## config.mk

```make
export PLATFORM = sky130hd
export DESIGN_NAME = rsr_top
export DESIGN_NICKNAME = d
export VERILOG_FILES = /design/src/logic/rsr_pkg.sv /design/src/logic/rsr_ramp_step.sv /design/src/logic/rsr_top.sv
export VERILOG_INCLUDE_DIRS = /design/src /design/src/logic
export SDC_FILE = /design/constraint.sdc
export NUM_CORES = 2
export LEC_CHECK = 0
export BUFFER_PORTS_ARGS = -buffer_cell sky130_fd_sc_hd__buf_2
export CAP_MARGIN = 20
export CORE_ASPECT_RATIO = 1.2
export CORE_MARGIN = 2
export CORE_UTILIZATION = 65
export CTS_BUF_LIST = sky130_fd_sc_hd__clkbuf_4
export DETAILED_ROUTE_END_ITERATION = 6
export HOLD_SLACK_MARGIN = 0.12
export PLACE_DENSITY_LB_ADDON = 0.15
export SKIP_LAST_GASP = 1
export SLEW_MARGIN = 10
export SYNTH_ARGS = -nofsm -noshare
export SYNTH_HDL_FRONTEND = slang
export SYNTH_SLANG_ARGS = --single-unit
```

## constraint.sdc

```tcl
create_clock -name i_clk_sys -period 18.25 [get_ports i_clk_sys]
set_input_delay 0.9125 -clock i_clk_sys [delete_from_list [all_inputs] [get_ports i_clk_sys]]
set_output_delay 0.9125 -clock i_clk_sys [all_outputs]
set_load 0.005 [all_outputs]
```

## src/logic/rsr_cfg.svh

```systemverilog
// Constants for the remote speed and ramp-time selection block
`ifndef RSR_CFG_SVH
`define RSR_CFG_SVH

// ----------------------------------------
// Clock and timing
// ----------------------------------------
`define RSR_CLK_HZ 10000000
`define RSR_STORE_PERIOD_S 60
`define RSR_TIME_UNIT0_MS 100
`define RSR_TIME_UNIT1_MS 10
`define RSR_UNIT0_CYC (`RSR_CLK_HZ / 1000 * `RSR_TIME_UNIT0_MS)
`define RSR_UNIT1_CYC (`RSR_CLK_HZ / 1000 * `RSR_TIME_UNIT1_MS)

// ----------------------------------------
// Value limits (frequencies in 0.1 Hz, times in increments)
// ----------------------------------------
`define RSR_TIME_MAX 16'h8ca0
`define RSR_DISABLE_CODE 16'h270f
`define RSR_FREQ_MAX 16'h0fa0
`define RSR_REF_MIN 16'h000a
`define RSR_FREQ_SAT 16'hffff

// ----------------------------------------
// Remote mode codes and control fields
// ----------------------------------------
`define RSR_MODE_OFF 2'h0
`define RSR_MODE_STORE 2'h1
`define RSR_CTRL_MODE_LSB 0
`define RSR_CTRL_MODE_MSB 1
`define RSR_CTRL_INC_BIT 2

// ----------------------------------------
// Register byte offsets
// ----------------------------------------
`define RSR_OFF_CTRL 8'h00
`define RSR_OFF_MAXF 8'h04
`define RSR_OFF_REFF 8'h08
`define RSR_OFF_ACC1 8'h0c
`define RSR_OFF_DEC1 8'h10
`define RSR_OFF_ACC2 8'h14
`define RSR_OFF_DEC2 8'h18
`define RSR_OFF_SWF 8'h1c
`define RSR_OFF_MAIN 8'h20
`define RSR_OFF_OUTF 8'h24
`define RSR_OFF_REMF 8'h28
`define RSR_OFF_STAT 8'h2c
`define RSR_OFF_NVF 8'h30

// ----------------------------------------
// Reset values
// ----------------------------------------
`define RSR_RST_MAXF 16'h04b0
`define RSR_RST_REFF 16'h01f4
`define RSR_RST_TIME 16'h0032
`define RSR_RST_DEC2 16'h270f
`define RSR_RST_SWF 16'h270f
`define RSR_RST_MAIN 16'h0000

`endif

```

## src/logic/rsr_pkg.sv

```systemverilog
// Types shared by the remote speed and ramp-time selection block
package rsr_pkg;

   // ----------------------------------------
   // Contact inputs after synchronisation
   // ----------------------------------------
   typedef struct packed {
      logic remote_up_input;
      logic remote_down_input;
      logic remote_clear_input;
      logic second_function_select;
      logic forward_run_cmd;
      logic reverse_run_cmd;
      logic jog_active;
      logic pid_active;
   } rsr_pins_t;

   // ----------------------------------------
   // Software configuration
   // ----------------------------------------
   typedef struct packed {
      logic [1:0] remote_mode_select;
      logic ramp_time_increment_sel;
      logic [15:0] max_frequency;
      logic [15:0] ramp_reference_freq;
      logic [15:0] first_accel_time;
      logic [15:0] first_decel_time;
      logic [15:0] second_accel_time;
      logic [15:0] second_decel_time;
      logic [15:0] ramp_switch_freq;
      logic [15:0] main_freq;
   } rsr_cfg_t;

   // ----------------------------------------
   // Setpoint storage states
   // ----------------------------------------
   typedef enum logic [1:0] {
      RSR_ST_IDLE = 2'b01,
      RSR_ST_TIMING = 2'b10
   } rsr_store_st_t;

endpackage

```

## src/logic/rsr_ramp_step.sv

```systemverilog
// Linear ramp: steps a frequency toward a target at ref per ramp span
module rsr_ramp_step (
   input wire logic i_clk_sys, // System clock
   input wire logic i_rst_n, // Synchronised reset, active low
   input wire logic [15:0] i_target, // Frequency to reach
   input wire logic [15:0] i_ref, // Reference frequency of a full ramp
   input wire logic [35:0] i_acc_cyc, // Cycles to rise by i_ref
   input wire logic [35:0] i_dec_cyc, // Cycles to fall by i_ref
   input wire logic i_load, // Force o_freq to i_load_val
   input wire logic [15:0] i_load_val, // Value forced by i_load
   output logic [15:0] o_freq // Present frequency
);

   logic [15:0] freq;
   logic [15:0] next_freq;
   logic [35:0] acc;
   logic [35:0] next_acc;
   logic [35:0] span;
   logic [35:0] sum;

   // ----------------------------------------
   // Fractional accumulator, one step of 0.1 Hz at most per cycle
   // ----------------------------------------
   always_comb begin
      next_freq = freq;
      next_acc = acc;
      span = (i_target > freq) ? i_acc_cyc : i_dec_cyc;
      sum = acc + {20'h0, i_ref};
      if (i_load) begin
         next_freq = i_load_val;
         next_acc = 36'h0;
      end else if (freq == i_target) begin
         // Idle accumulator so the next ramp starts clean
         next_acc = 36'h0;
      end else if (sum >= span) begin
         next_acc = sum - span;
         next_freq = (i_target > freq) ? freq + 16'h1 : freq - 16'h1;
      end else begin
         next_acc = sum;
      end
   end

   // Registers
   always_ff @(posedge i_clk_sys or negedge i_rst_n) begin
      if (!i_rst_n) begin
         freq <= 16'h0;
         acc <= 36'h0;
      end else begin
         freq <= next_freq;
         acc <= next_acc;
      end
   end

   assign o_freq = freq;

endmodule

```

## src/logic/rsr_top.sv

```systemverilog
// Remote setpoint, ramp-time selection and output ramp with APB registers
//
// Our own choices: the APB register port and the register addresses.
`include "rsr_cfg.svh"

module rsr_top #(
   parameter int unsigned STORE_CYC = `RSR_STORE_PERIOD_S * `RSR_CLK_HZ
) (
   input wire logic i_clk_sys, // System clock, 10 MHz
   input wire logic i_arst_n, // Asynchronous reset, active low
   input wire logic i_psel, // APB select
   input wire logic i_penable, // APB enable
   input wire logic i_pwrite, // APB direction
   input wire logic [7:0] i_paddr, // APB byte address
   input wire logic [31:0] i_pwdata, // APB write data
   output logic [31:0] o_prdata, // APB read data
   output logic o_pready, // APB ready
   output logic o_pslverr, // APB error on unmapped address
   input wire logic i_remote_up_input, // Raise contact
   input wire logic i_remote_down_input, // Lower contact
   input wire logic i_remote_clear_input, // Clear contact
   input wire logic i_second_function_select, // Second function contact
   input wire logic i_forward_run_cmd, // Forward run contact
   input wire logic i_reverse_run_cmd, // Reverse run contact
   input wire logic i_jog_active, // Jog operation in progress
   input wire logic i_pid_active, // PID control in progress
   input wire logic [15:0] i_nv_data, // Setpoint held in storage
   output logic o_nv_wr, // Storage write strobe
   output logic [15:0] o_nv_data, // Setpoint to store
   output logic [15:0] o_out_freq, // Output frequency, 0.1 Hz
   output logic [15:0] o_set_freq // Set frequency, 0.1 Hz
);

   // ----------------------------------------
   // Helper functions
   // ----------------------------------------
   function automatic logic [15:0] max16(input logic [15:0] a, input logic [15:0] b);
      max16 = (a > b) ? a : b;
   endfunction

   function automatic logic [15:0] lim16(input logic [15:0] v, input logic [15:0] lo,
                                         input logic [15:0] hi);
      lim16 = (v < lo) ? lo : ((v > hi) ? hi : v);
   endfunction

   // Time setting to cycles; a zero setting still takes one increment
   function automatic logic [35:0] t2cyc(input logic [15:0] t, input logic inc);
      logic [35:0] unit;
      unit = inc ? 36'(`RSR_UNIT1_CYC) : 36'(`RSR_UNIT0_CYC);
      t2cyc = ((t == 16'h0) ? 36'h1 : {20'h0, t}) * unit;
   endfunction

   // ----------------------------------------
   // Reset release and contact synchronisers
   // ----------------------------------------
   logic [1:0] rst_sync;
   logic rst_n;
   rsr_pkg::rsr_pins_t pins_raw;
   rsr_pkg::rsr_pins_t pins_meta;
   rsr_pkg::rsr_pins_t pins;

   // Reset enters asynchronously, leaves synchronously two edges later
   always_ff @(posedge i_clk_sys or negedge i_arst_n) begin
      if (!i_arst_n) begin
         rst_sync <= 2'h0;
      end else begin
         rst_sync <= {rst_sync[0], 1'b1};
      end
   end
   assign rst_n = rst_sync[1];

   assign pins_raw = '{i_remote_up_input, i_remote_down_input, i_remote_clear_input,
                       i_second_function_select, i_forward_run_cmd, i_reverse_run_cmd,
                       i_jog_active, i_pid_active};

   // Contacts are asynchronous; only the second stage is read
   always_ff @(posedge i_clk_sys or negedge rst_n) begin
      if (!rst_n) begin
         pins_meta <= '0;
         pins <= '0;
      end else begin
         pins_meta <= pins_raw;
         pins <= pins_meta;
      end
   end

   // ----------------------------------------
   // APB register file
   // ----------------------------------------
   rsr_pkg::rsr_cfg_t cfg;
   rsr_pkg::rsr_cfg_t next_cfg;
   logic [31:0] rd_data;
   logic [31:0] next_rd_data;
   logic addr_ok;
   logic wr_en;
   logic [15:0] wval;
   logic [15:0] tval;
   logic [15:0] remote_freq;
   logic [15:0] out_freq;
   logic [15:0] set_freq;
   logic [15:0] stored;
   logic store_busy;
   logic second_act;
   logic remote_en;
   logic run;

   always_comb begin
      unique case (i_paddr)
         `RSR_OFF_CTRL, `RSR_OFF_MAXF, `RSR_OFF_REFF, `RSR_OFF_ACC1, `RSR_OFF_DEC1,
         `RSR_OFF_ACC2, `RSR_OFF_DEC2, `RSR_OFF_SWF, `RSR_OFF_MAIN, `RSR_OFF_OUTF,
         `RSR_OFF_REMF, `RSR_OFF_STAT, `RSR_OFF_NVF: addr_ok = 1'b1;
         default: addr_ok = 1'b0;
      endcase
   end

   // Zero wait states: read data is captured in the setup cycle
   assign o_pready = 1'b1;
   assign o_pslverr = i_psel & i_penable & ~addr_ok;
   assign o_prdata = rd_data;
   assign wr_en = i_psel & i_penable & i_pwrite;
   assign wval = i_pwdata[15:0];
   assign tval = (wval > `RSR_TIME_MAX) ? `RSR_TIME_MAX : wval;

   // Write decode; out-of-range values saturate rather than being refused
   always_comb begin
      next_cfg = cfg;
      if (wr_en) begin
         unique case (i_paddr)
            `RSR_OFF_CTRL: begin
               next_cfg.remote_mode_select = i_pwdata[`RSR_CTRL_MODE_MSB:`RSR_CTRL_MODE_LSB];
               next_cfg.ramp_time_increment_sel = i_pwdata[`RSR_CTRL_INC_BIT];
            end
            `RSR_OFF_MAXF: next_cfg.max_frequency = lim16(wval, 16'h0, `RSR_FREQ_MAX);
            `RSR_OFF_REFF: next_cfg.ramp_reference_freq =
                              lim16(wval, `RSR_REF_MIN, `RSR_FREQ_MAX);
            `RSR_OFF_ACC1: next_cfg.first_accel_time = tval;
            `RSR_OFF_DEC1: next_cfg.first_decel_time = tval;
            `RSR_OFF_ACC2: next_cfg.second_accel_time = tval;
            `RSR_OFF_DEC2: next_cfg.second_decel_time =
                              (wval == `RSR_DISABLE_CODE) ? wval : tval;
            `RSR_OFF_SWF: next_cfg.ramp_switch_freq = (wval == `RSR_DISABLE_CODE) ?
                              wval : lim16(wval, 16'h0, `RSR_FREQ_MAX);
            `RSR_OFF_MAIN: next_cfg.main_freq = lim16(wval, 16'h0, `RSR_FREQ_MAX);
            default: next_cfg = cfg;
         endcase
      end
   end

   // Read mux
   always_comb begin
      next_rd_data = rd_data;
      if (i_psel & ~i_penable) begin
         unique case (i_paddr)
            `RSR_OFF_CTRL: next_rd_data = {29'h0, cfg.ramp_time_increment_sel,
                                           cfg.remote_mode_select};
            `RSR_OFF_MAXF: next_rd_data = {16'h0, cfg.max_frequency};
            `RSR_OFF_REFF: next_rd_data = {16'h0, cfg.ramp_reference_freq};
            `RSR_OFF_ACC1: next_rd_data = {16'h0, cfg.first_accel_time};
            `RSR_OFF_DEC1: next_rd_data = {16'h0, cfg.first_decel_time};
            `RSR_OFF_ACC2: next_rd_data = {16'h0, cfg.second_accel_time};
            `RSR_OFF_DEC2: next_rd_data = {16'h0, cfg.second_decel_time};
            `RSR_OFF_SWF: next_rd_data = {16'h0, cfg.ramp_switch_freq};
            `RSR_OFF_MAIN: next_rd_data = {16'h0, cfg.main_freq};
            `RSR_OFF_OUTF: next_rd_data = {16'h0, out_freq};
            `RSR_OFF_REMF: next_rd_data = {16'h0, remote_freq};
            `RSR_OFF_STAT: next_rd_data = {28'h0, store_busy, second_act, remote_en, run};
            `RSR_OFF_NVF: next_rd_data = {16'h0, stored};
            default: next_rd_data = 32'h0;
         endcase
      end
   end

   always_ff @(posedge i_clk_sys or negedge rst_n) begin
      if (!rst_n) begin
         cfg <= '{`RSR_MODE_OFF, 1'b0, `RSR_RST_MAXF, `RSR_RST_REFF, `RSR_RST_TIME,
                  `RSR_RST_TIME, `RSR_RST_TIME, `RSR_RST_DEC2, `RSR_RST_SWF, `RSR_RST_MAIN};
         rd_data <= 32'h0;
      end else begin
         cfg <= next_cfg;
         rd_data <= next_rd_data;
      end
   end

   // ----------------------------------------
   // Remote contact decode
   // ----------------------------------------
   logic up_act;
   logic dn_act;
   logic clr_act;
   logic booted;
   logic [15:0] rem_target;
   logic [16:0] sum_freq;
   logic [16:0] cap_freq;

   // Jog or PID suspends the raise, lower and clear contacts; storage keeps running
   assign remote_en = (cfg.remote_mode_select != `RSR_MODE_OFF) & ~pins.jog_active &
                      ~pins.pid_active;
   assign up_act = remote_en & pins.remote_up_input & ~pins.remote_down_input;
   assign dn_act = remote_en & pins.remote_down_input & ~pins.remote_up_input;
   assign clr_act = remote_en & pins.remote_clear_input;
   assign run = pins.forward_run_cmd | pins.reverse_run_cmd;

   // Raise toward maximum, lower toward zero, else hold inside range
   always_comb begin
      if (up_act) begin
         rem_target = cfg.max_frequency;
      end else if (dn_act) begin
         rem_target = 16'h0;
      end else begin
         rem_target = (remote_freq > cfg.max_frequency) ? cfg.max_frequency : remote_freq;
      end
   end

   // Set frequency: main plus remote offset, capped at main plus maximum; main alone in mode 0
   always_comb begin
      sum_freq = {1'b0, cfg.main_freq} + {1'b0, remote_freq};
      cap_freq = {1'b0, cfg.main_freq} + {1'b0, cfg.max_frequency};
      if (sum_freq > cap_freq) begin
         sum_freq = cap_freq;
      end
      if (cfg.remote_mode_select == `RSR_MODE_OFF) begin
         set_freq = cfg.main_freq;
      end else if (sum_freq[16]) begin
         set_freq = `RSR_FREQ_SAT;
      end else begin
         set_freq = sum_freq[15:0];
      end
   end

   // ----------------------------------------
   // Ramp-time selection
   // ----------------------------------------
   logic [15:0] dec2_eff;
   logic [15:0] acc_sel;
   logic [15:0] dec_sel;
   logic [35:0] acc_cyc;
   logic [35:0] dec_cyc;
   logic [15:0] ref_eff;

   assign dec2_eff = (cfg.second_decel_time == `RSR_DISABLE_CODE) ?
                     cfg.second_accel_time : cfg.second_decel_time;
   assign second_act = (cfg.ramp_switch_freq != `RSR_DISABLE_CODE) &
                       (out_freq >= cfg.ramp_switch_freq);
   assign ref_eff = lim16(cfg.ramp_reference_freq, `RSR_REF_MIN, `RSR_FREQ_MAX);

   // Second function wins over everything except in jog, then remote, then threshold
   always_comb begin
      if (pins.second_function_select & ~pins.jog_active) begin
         acc_sel = cfg.second_accel_time;
         dec_sel = dec2_eff;
      end else if (up_act | dn_act) begin
         acc_sel = max16(cfg.first_accel_time, cfg.second_accel_time);
         dec_sel = max16(cfg.first_decel_time, dec2_eff);
      end else if (second_act) begin
         acc_sel = cfg.second_accel_time;
         dec_sel = dec2_eff;
      end else begin
         acc_sel = cfg.first_accel_time;
         dec_sel = cfg.first_decel_time;
      end
      acc_cyc = t2cyc(acc_sel, cfg.ramp_time_increment_sel);
      dec_cyc = t2cyc(dec_sel, cfg.ramp_time_increment_sel);
   end

   // ----------------------------------------
   // Remote setpoint and output ramps
   // ----------------------------------------
   // Boot load restores the stored setpoint; a clear forces zero
   rsr_ramp_step u_remote_ramp (
      .i_clk_sys(i_clk_sys),
      .i_rst_n(rst_n),
      .i_target(rem_target),
      .i_ref(ref_eff),
      .i_acc_cyc(acc_cyc),
      .i_dec_cyc(dec_cyc),
      .i_load(~booted | clr_act),
      .i_load_val(booted ? 16'h0 : lim16(i_nv_data, 16'h0, `RSR_FREQ_MAX)),
      .o_freq(remote_freq)
   );

   // Output follows the set frequency while running, else ramps to stop
   rsr_ramp_step u_out_ramp (
      .i_clk_sys(i_clk_sys),
      .i_rst_n(rst_n),
      .i_target(run ? set_freq : 16'h0),
      .i_ref(ref_eff),
      .i_acc_cyc(acc_cyc),
      .i_dec_cyc(dec_cyc),
      .i_load(1'b0),
      .i_load_val(16'h0),
      .o_freq(out_freq)
   );

   // ----------------------------------------
   // Setpoint storage
   // ----------------------------------------
   rsr_pkg::rsr_store_st_t st;
   rsr_pkg::rsr_store_st_t next_st;
   logic [31:0] timer;
   logic [31:0] next_timer;
   logic [1:0] ud_prev;
   logic run_prev;
   logic next_wr;
   logic [15:0] next_stored;
   logic store_mode;
   logic ud_change;

   assign store_mode = (cfg.remote_mode_select == `RSR_MODE_STORE);
   assign ud_change = ({pins.remote_up_input, pins.remote_down_input} != ud_prev);
   assign store_busy = (st == rsr_pkg::RSR_ST_TIMING);

   // Periodic save restarts on each up/down change; a clear is saved only later
   always_comb begin
      next_st = st;
      next_timer = timer;
      next_wr = 1'b0;
      next_stored = stored;
      unique case (st)
         rsr_pkg::RSR_ST_IDLE: begin
            next_timer = 32'h0;
            if (store_mode & ud_change) begin
               next_st = rsr_pkg::RSR_ST_TIMING;
            end
         end
         rsr_pkg::RSR_ST_TIMING: begin
            next_timer = timer + 32'h1;
            if (!store_mode) begin
               next_st = rsr_pkg::RSR_ST_IDLE;
            end else if (ud_change) begin
               next_timer = 32'h0;
            end else if (timer == STORE_CYC - 32'h1) begin
               next_timer = 32'h0;
               next_wr = (remote_freq != stored);
            end
         end
      endcase
      // Start signal turning off also saves the setpoint
      if (store_mode & run_prev & ~run & (remote_freq != stored)) begin
         next_wr = 1'b1;
      end
      if (next_wr) begin
         next_stored = remote_freq;
      end
      if (!booted) begin
         next_stored = lim16(i_nv_data, 16'h0, `RSR_FREQ_MAX);
         next_wr = 1'b0;
      end
   end

   always_ff @(posedge i_clk_sys or negedge rst_n) begin
      if (!rst_n) begin
         st <= rsr_pkg::RSR_ST_IDLE;
         timer <= 32'h0;
         o_nv_wr <= 1'b0;
         stored <= 16'h0;
         ud_prev <= 2'h0;
         run_prev <= 1'b0;
         booted <= 1'b0;
      end else begin
         st <= next_st;
         timer <= next_timer;
         o_nv_wr <= next_wr;
         stored <= next_stored;
         ud_prev <= {pins.remote_up_input, pins.remote_down_input};
         run_prev <= run;
         booted <= 1'b1;
      end
   end

   // Registered outputs
   assign o_nv_data = stored;
   assign o_out_freq = out_freq;

   always_ff @(posedge i_clk_sys or negedge rst_n) begin
      if (!rst_n) begin
         o_set_freq <= 16'h0;
      end else begin
         o_set_freq <= set_freq;
      end
   end

endmodule

```

**After elaboration in Yosys (flattened, before gate mapping)**

Memories as Yosys holds them, arrays and structs flattened.
Cells that the tools add are included.

- Register bits: 356
- ROM bits: 64
- Input port bits: 69
- Output and inout bits: 83
- Word-level logic and storage cells: 205
- Memories kept: 1

Memories:

| memory | words | bits a word | rd ports | clocked after memory_dff | wr ports | RTL line | text |
|---|---|---|---|---|---|---|---|
| (name not given) | 64 | 1 | 1 | 0 | 0 | rsr_top.sv:108 | `unique case (i_paddr)` |

- Add/subtract/negate cells: 11
- Multiply operators: 2
- Magnitude comparators: 17
- Equality and inequality tests: 27
- Multiplexer cells: 59
- Bitwise gates (word level): 29
- Reductions and logical operators: 19

Operator list:

| operator | count |
|---|---|
| $mux W16 | 35 |
| $mux W36 | 7 |
| $pmux W16 S13 | 1 |
| $mux W32 | 3 |
| $gt A16 B16 Y1 | 5 |
| $add A36 B16 Y36 | 2 |
| $ge A36 B36 Y1 | 2 |
| $sub A36 B36 Y36 | 2 |
| $pmux W32 S2 | 1 |
| $gt A16 B12 Y1 const B | 3 |
| $eq A8 B6 Y1 const B | 5 |
| $mul A16 B20 Y36 | 1 |
| $mul A16 B36 Y36 | 1 |
| $add A16 B16 Y17 | 2 |
| $add A16 B1 Y16 const B | 2 |
| $add A32 B1 Y32 const B | 1 |
| $eq A16 B14 Y1 const B | 2 |
| $eq A16 B16 Y1 | 2 |
| $eq A32 B30 Y1 const B | 1 |
| $eq A8 B5 Y1 const B | 4 |
| $logic_not A16 Y1 | 2 |
| $lt A16 B1 Y1 const B | 2 |
| $lt A16 B4 Y1 const B | 2 |
| $sub A16 B1 Y16 const B | 2 |
| 24 further kinds | 74 |

**Longest topological paths before layout**

- Depth in word-level cells: 16
- Gate-level depth with buffers: 50
- Gate-level depth less buffers: 47

**By module**

From an unflattened synthesis, not the netlist that was laid out.

- Cells, all modules: 4598
- Area total of the unflattened synthesis: 40299.9 um2

By module, submodules not included:

| module | instances | cells an instance | area an instance (um2) | seq. area each (um2) |
|---|---|---|---|---|
| rsr_top | 1 | 3000 | 27203.6 | 5950.7 |
| rsr_ramp_step (u_out_ramp) | 1 | 820 | 6631.4 | 1301.2 |
| rsr_ramp_step (u_remote_ramp) | 1 | 778 | 6465.0 | 1301.2 |

**Worst setup path before layout**

No wires, ideal clock.

- Path kind: reg2reg
- Start: reg cfg[40] in the netlist's numbering
- End: reg u_remote_ramp.freq[0] (netlist: u_remote_ramp.o_freq[0])
- Library setup time: 0.121 ns
- Arrival: 10.492 ns
- Data required time: 18.129 ns
- Slack: 7.637 ns
- Stages on the path, launching flop included: 47
- Path buffers: 4
- Clock period less this slack: 10.613 ns
- Path through: dfstp_2 > and4bb_2 > and4_4 > and2_4 > buf_6 > a21o_1 > inv_1 > ha_1 > a21o_1 > a21o_1 > a21oi_1 > o21ai_0 > a221oi_1 > a21oi_1 > nand2_2 > buf_4 > mux2i_1 > or2_2 > (+11 left out) > nor4_1 > a21oi_1 > o31ai_1 > nand2b_1 > a21oi_1 > xnor2_1 > mux2i_1 > ha_1 > nand4_1 > or3_1 > or3_1 > o311a_1 > a211oi_1 > or3_1 > buf_2 > buf_4 > a31oi_1 > o22a_1

- Word-level cells in the longest chain between the ends: 13
- Elaborated cells between the ends (all ways): 14
- Classes of those cells: mul (1); order compare (2); eq/ne (1); mux (7); reduce/logical (3)

Ends and longest elaborated chain:

| element | RTL line | text |
|---|---|---|
| start, declared | rsr_top.sv:90 | `rsr_pkg::rsr_cfg_t cfg;` |
| start signal, assigned | rsr_top.sv:175 | `` cfg <= '{`RSR_MODE_OFF, 1'b0, `RSR_RST_MAXF, `RSR_RST_REFF, `RSR_RST_TIME, `` |
| start signal, assigned | rsr_top.sv:179 | `cfg <= next_cfg;` |
| $eq A16 B14 Y1 (no source line) | - |  |
| $mux W16 (*) | rsr_top.sv:240 | `` assign dec2_eff = (cfg.second_decel_time == `RSR_DISABLE_CODE) ? `` |
| $gt A16 B16 Y1 | rsr_top.sv:38 | `max16 = (a > b) ? a : b;` |
| $mux W16 | rsr_top.sv:38 |  |
| $mux W16 | rsr_top.sv:251 | `end else if (up_act \| dn_act) begin` |
| $mux W16 (*) | rsr_top.sv:248 | `if (pins.second_function_select & ~pins.jog_active) begin` |
| $logic_not A16 Y1 | rsr_top.sv:50 | `t2cyc = ((t == 16'h0) ? 36'h1 : {20'h0, t}) * unit;` |
| $mux W16 (*) | rsr_top.sv:50 |  |
| $mul A16 B20 Y36 (*) | rsr_top.sv:50 |  |
| $mux W36 (*) | rsr_ramp_step.sv:27 | `span = (i_target > freq) ? i_acc_cyc : i_dec_cyc;` |
| $ge A36 B36 Y1 (*) | rsr_ramp_step.sv:35 | `end else if (sum >= span) begin` |
| $reduce_bool A2 Y1 (no source line) (*) | - |  |
| $reduce_and A2 Y1 (no source line) (*) | - |  |
| end signal, assigned | rsr_ramp_step.sv:49 | `freq <= next_freq;` |
| end, declared | rsr_ramp_step.sv:14 | `logic [15:0] freq;` |

Every way passes the cells marked *; elsewhere a longest branch is shown, timed or not.
A chain may end at the register's enable or synchronous reset.

**Final worst setup path**

- Start: reg cfg[35] in the netlist's numbering
- End: reg u_remote_ramp.freq[5] (netlist: u_remote_ramp.o_freq[5])

Same word-level chain as after synthesis.

==> results.toml <==
[worst_setup_path]
r2r_cells = 42
cp-start-kind = "flip-flop"
cpMaxStageDelayCell = "mux2i_1"
reg2reg_to = "u_remote_ramp.o_freq[5]"
r2r_slack_ps = 4990
critPathArrivalTime_ps = 14020
crit_required_ps = 19010
cpMostUsedCell = "ha_1"
reg2reg_from = "cfg[35]"
max_stage_delay_ps = 780
crit_buf_inv = 5
end_kind = "flip-flop"
critPathTopFamily = "compound AO/OA/AOI/OAI gates"
worstSetupPathType = "reg -> reg"
worst-path-max-fanout = 16

[die]
coreArea_mm2 = 0.05959
die_y_um = 273.0
num_rows = 98
start_util_pct = 65.77
io_pins = 152
die-area_mm2 = 0.06228
die_w_um = 228.2

[pwr]
power_density_mw_per_mm2 = 112.1
irDropWorstVdd_mv = 0.09921
p_leak_uw = 0.02196

[clock_network]
cts_setup_buffers = 0
numClockSinks = 340
worstSkewPairLatency_ps = 950
path_clk_slew_ps = 70
cts_max_path_buffers = 3
htree_levels = 3
cts_made_buffers = 93
cts_tree = "yes"
cts-resized-gates = 0
ctsHoldBuffers = 7
cts_root_buffer = "clkbuf_4"

[placement]
gp_congestion = 1.042
io_buffers = 118
place_hpwl_um = 91850

[finish]
utilization_pct = 70.59
layout-drive-gt1-share_pct = 8.876
mostFrequentLayoutCells = "571 x inv_1, 565 x ha_1, 378 x nor2_1"
layout_commonest_cell = "inv_1"
nNetsFinal = 5476
area_growth_pct = 7.336

[timing]
period_needed_ps = 13260
maxSlewHeadroom_pct = 22.12
hold_viol = 0
report.final.slew_viol_count = 0
max_slew.worst_pin.slew_ps = 1164
setup_tns_ps = 0
holdWs_ps = 145.0
setup_viol = 0
fin_skew_ps = 113.5
fin_crit_sh_pct = 72.65
max_clock_freq_mhz = 75.42
rsz0062_at_grt = "false"

[routing]
antenna_left = 0
firstDrtPassIters = 7
vias_per_cell = 6.229
routed_wl_um = 117100
via_count = 34290
drt-wirelength-per-cell_um = 21.28
first_iter_violations = 2952
post-route-drc-count = 9

[grt]
grt_pass1_vias = 33850
grt_pass1_wl_um = 183700
grt_overflow = 0
grt_antenna_before_repair = 8
grt_usage_pct = 37.88
grt_start_max_net_pins = 162

[logic_synthesis]
synth_top_flop_cell = "dfrtp_1"
synth-seq-area-share_pct = 21.82
synthCells = 4458
post_synth.cell_area_avg_um2 = 8.791
ys_types = 91
synthArstFlopShare_pct = 100.0
synth_edf_count = 0
ys_warn_count = 0
syn_area_mm2 = 0.03919
ys_seq_elements = 340

[worst_hold_path]
whs_path_depth = 1
holdCritPathClass = "in -> reg"
worstHoldStart = "i_remote_down_input"
min_to = "pins_meta[6]"

[run_status]
run_status = "finished with violations"
violations = "DRC"

[flow_run]
maxCapViolations = 0
-- power breakdown --
group | total, µW | internal (µW) | switching (µW)
clock | 755 | 388 | 368
sequential | 1080 | 889 | 195
combinational | 2880 | 1210 | 1660
total | 4720 | 2490 | 2230
-- worst max-delay path by stage --
stage / endpoint / slack, ps / cells past startpoint / start
floorplan: u_remote_ramp.o_freq[0] / 7640 / 46 / cfg[40]
global placement: u_remote_ramp.o_freq[5] / 5400 / 42 / cfg[35]
detailed placement: u_remote_ramp.o_freq[5] / 5360 / 42 / cfg[35]
CTS: u_remote_ramp.o_freq[5] / 5170 / 42 / cfg[35]
global route: u_remote_ramp.o_freq[5] / 4370 / 46 / cfg[35]
finish: u_remote_ramp.o_freq[5] / 4990 / 42 / cfg[35]
-- stage by stage --
step | instances | setup slack, ps | power [µW] | cell area [µm²]
2_1_floorplan | 4509 | 7637 | 3246 | 39380
5_1_grt | 5500 | 4373 | 5101 | 42050
6_report | 5505 | 4992 | 4716 | 42070
3_3_place_gp | 5316 | 5403 | 3841 | 40630
3_5_place_dp | 5316 | 5356 | 3908 | 40630
4_1_cts | 5494 | 5170 | 4680 | 41980
-- sequential cells by signal, indices dropped and copies added, names as in the netlist, 2 cells and up --
name and count:
o_prdata 16, rst_sync 2, st 2, cfg 131, u_out_ramp.acc 36, timer 32, u_remote_ramp.o_freq 16, ud_prev 2
u_remote_ramp.acc 36, o_set_freq 16, pins 8, u_out_ramp.o_freq 16, o_nv_data 16, pins_meta 8
-- kinds of logic (layout without fill, tap and decap cells) --
| group | Yosys count | in the layout | share of synthesized area [%] |
|---|---|---|---|
| flops | 340 | 340 | 21.82 |
| mux | 181 | 181 | 4.703 |
| xor+xnor | 265 | 265 | 5.922 |
| compound gates | 1022 | 1022 | 17.08 |
| buf+inv | 716 | 905 | 7.132 |
| fa+ha+maj | 785 | 785 | 29.28 |
| other cells | 2 | 60 | 0.01916 |
| simple gates | 1147 | 1147 | 14.04 |
-- layout make-up --
class	count	area [µm²]
diodes	7	17.52
clock buffers	142	1066
clock inverters	29	209.0
fillers	4911	17530
inverters	573	2151
multi-input cells	3453	28090
flip-flops and latches	340	8558
well taps	800	1001
repair buffers	161	978.4
-- cell usage after synthesis, types with 23 or more instances --
cell type / count / area (µm²)
inv_1: 572 / 2147
ha_1: 565 / 7069
nor2_1: 378 / 1419
dfrtp_1: 304 / 7607
nand2_1: 277 / 1040
o21ai_0: 270 / 1351
a21oi_1: 240 / 1201
fa_1: 220 / 4404
mux2i_1: 164 / 1642
xnor2_1: 160 / 1401
clkbuf_1: 107 / 401.6
xor2_1: 105 / 919.6
a21o_1: 87 / 653.1
nand3_1: 70 / 350.3
nor3_1: 63 / 315.3
nand2b_1: 55 / 344.1
nand4_1: 51 / 319.1
a22o_1: 50 / 437.9
o21a_1: 50 / 375.4
nor2b_1: 39 / 244.0
and2_1: 38 / 237.7
dfstp_2: 36 / 945.9
a211oi_1: 34 / 255.2
a221oi_1: 32 / 280.3
a31oi_1: 31 / 193.9
and3_1: 30 / 187.7
nor4_1: 30 / 187.7
o21bai_1: 29 / 217.7
o211ai_1: 26 / 195.2
or3_1: 25 / 156.4
or2_2: 24 / 150.1
o2bb2ai_1: 23 / 201.4
-- layer usage --
metal | up-vias | track usage [%] | wire, µm
li1 | 15860 | - | -
met1 | 16310 | 42.97 | 42640
met2 | 1563 | 61.51 | 53830
met3 | 564 | 7.700 | 8939
met4 | 4 | 32.59 | 11700
met5 | - | 0 | 26
Note: power is estimated with default switching activity, not from simulation.
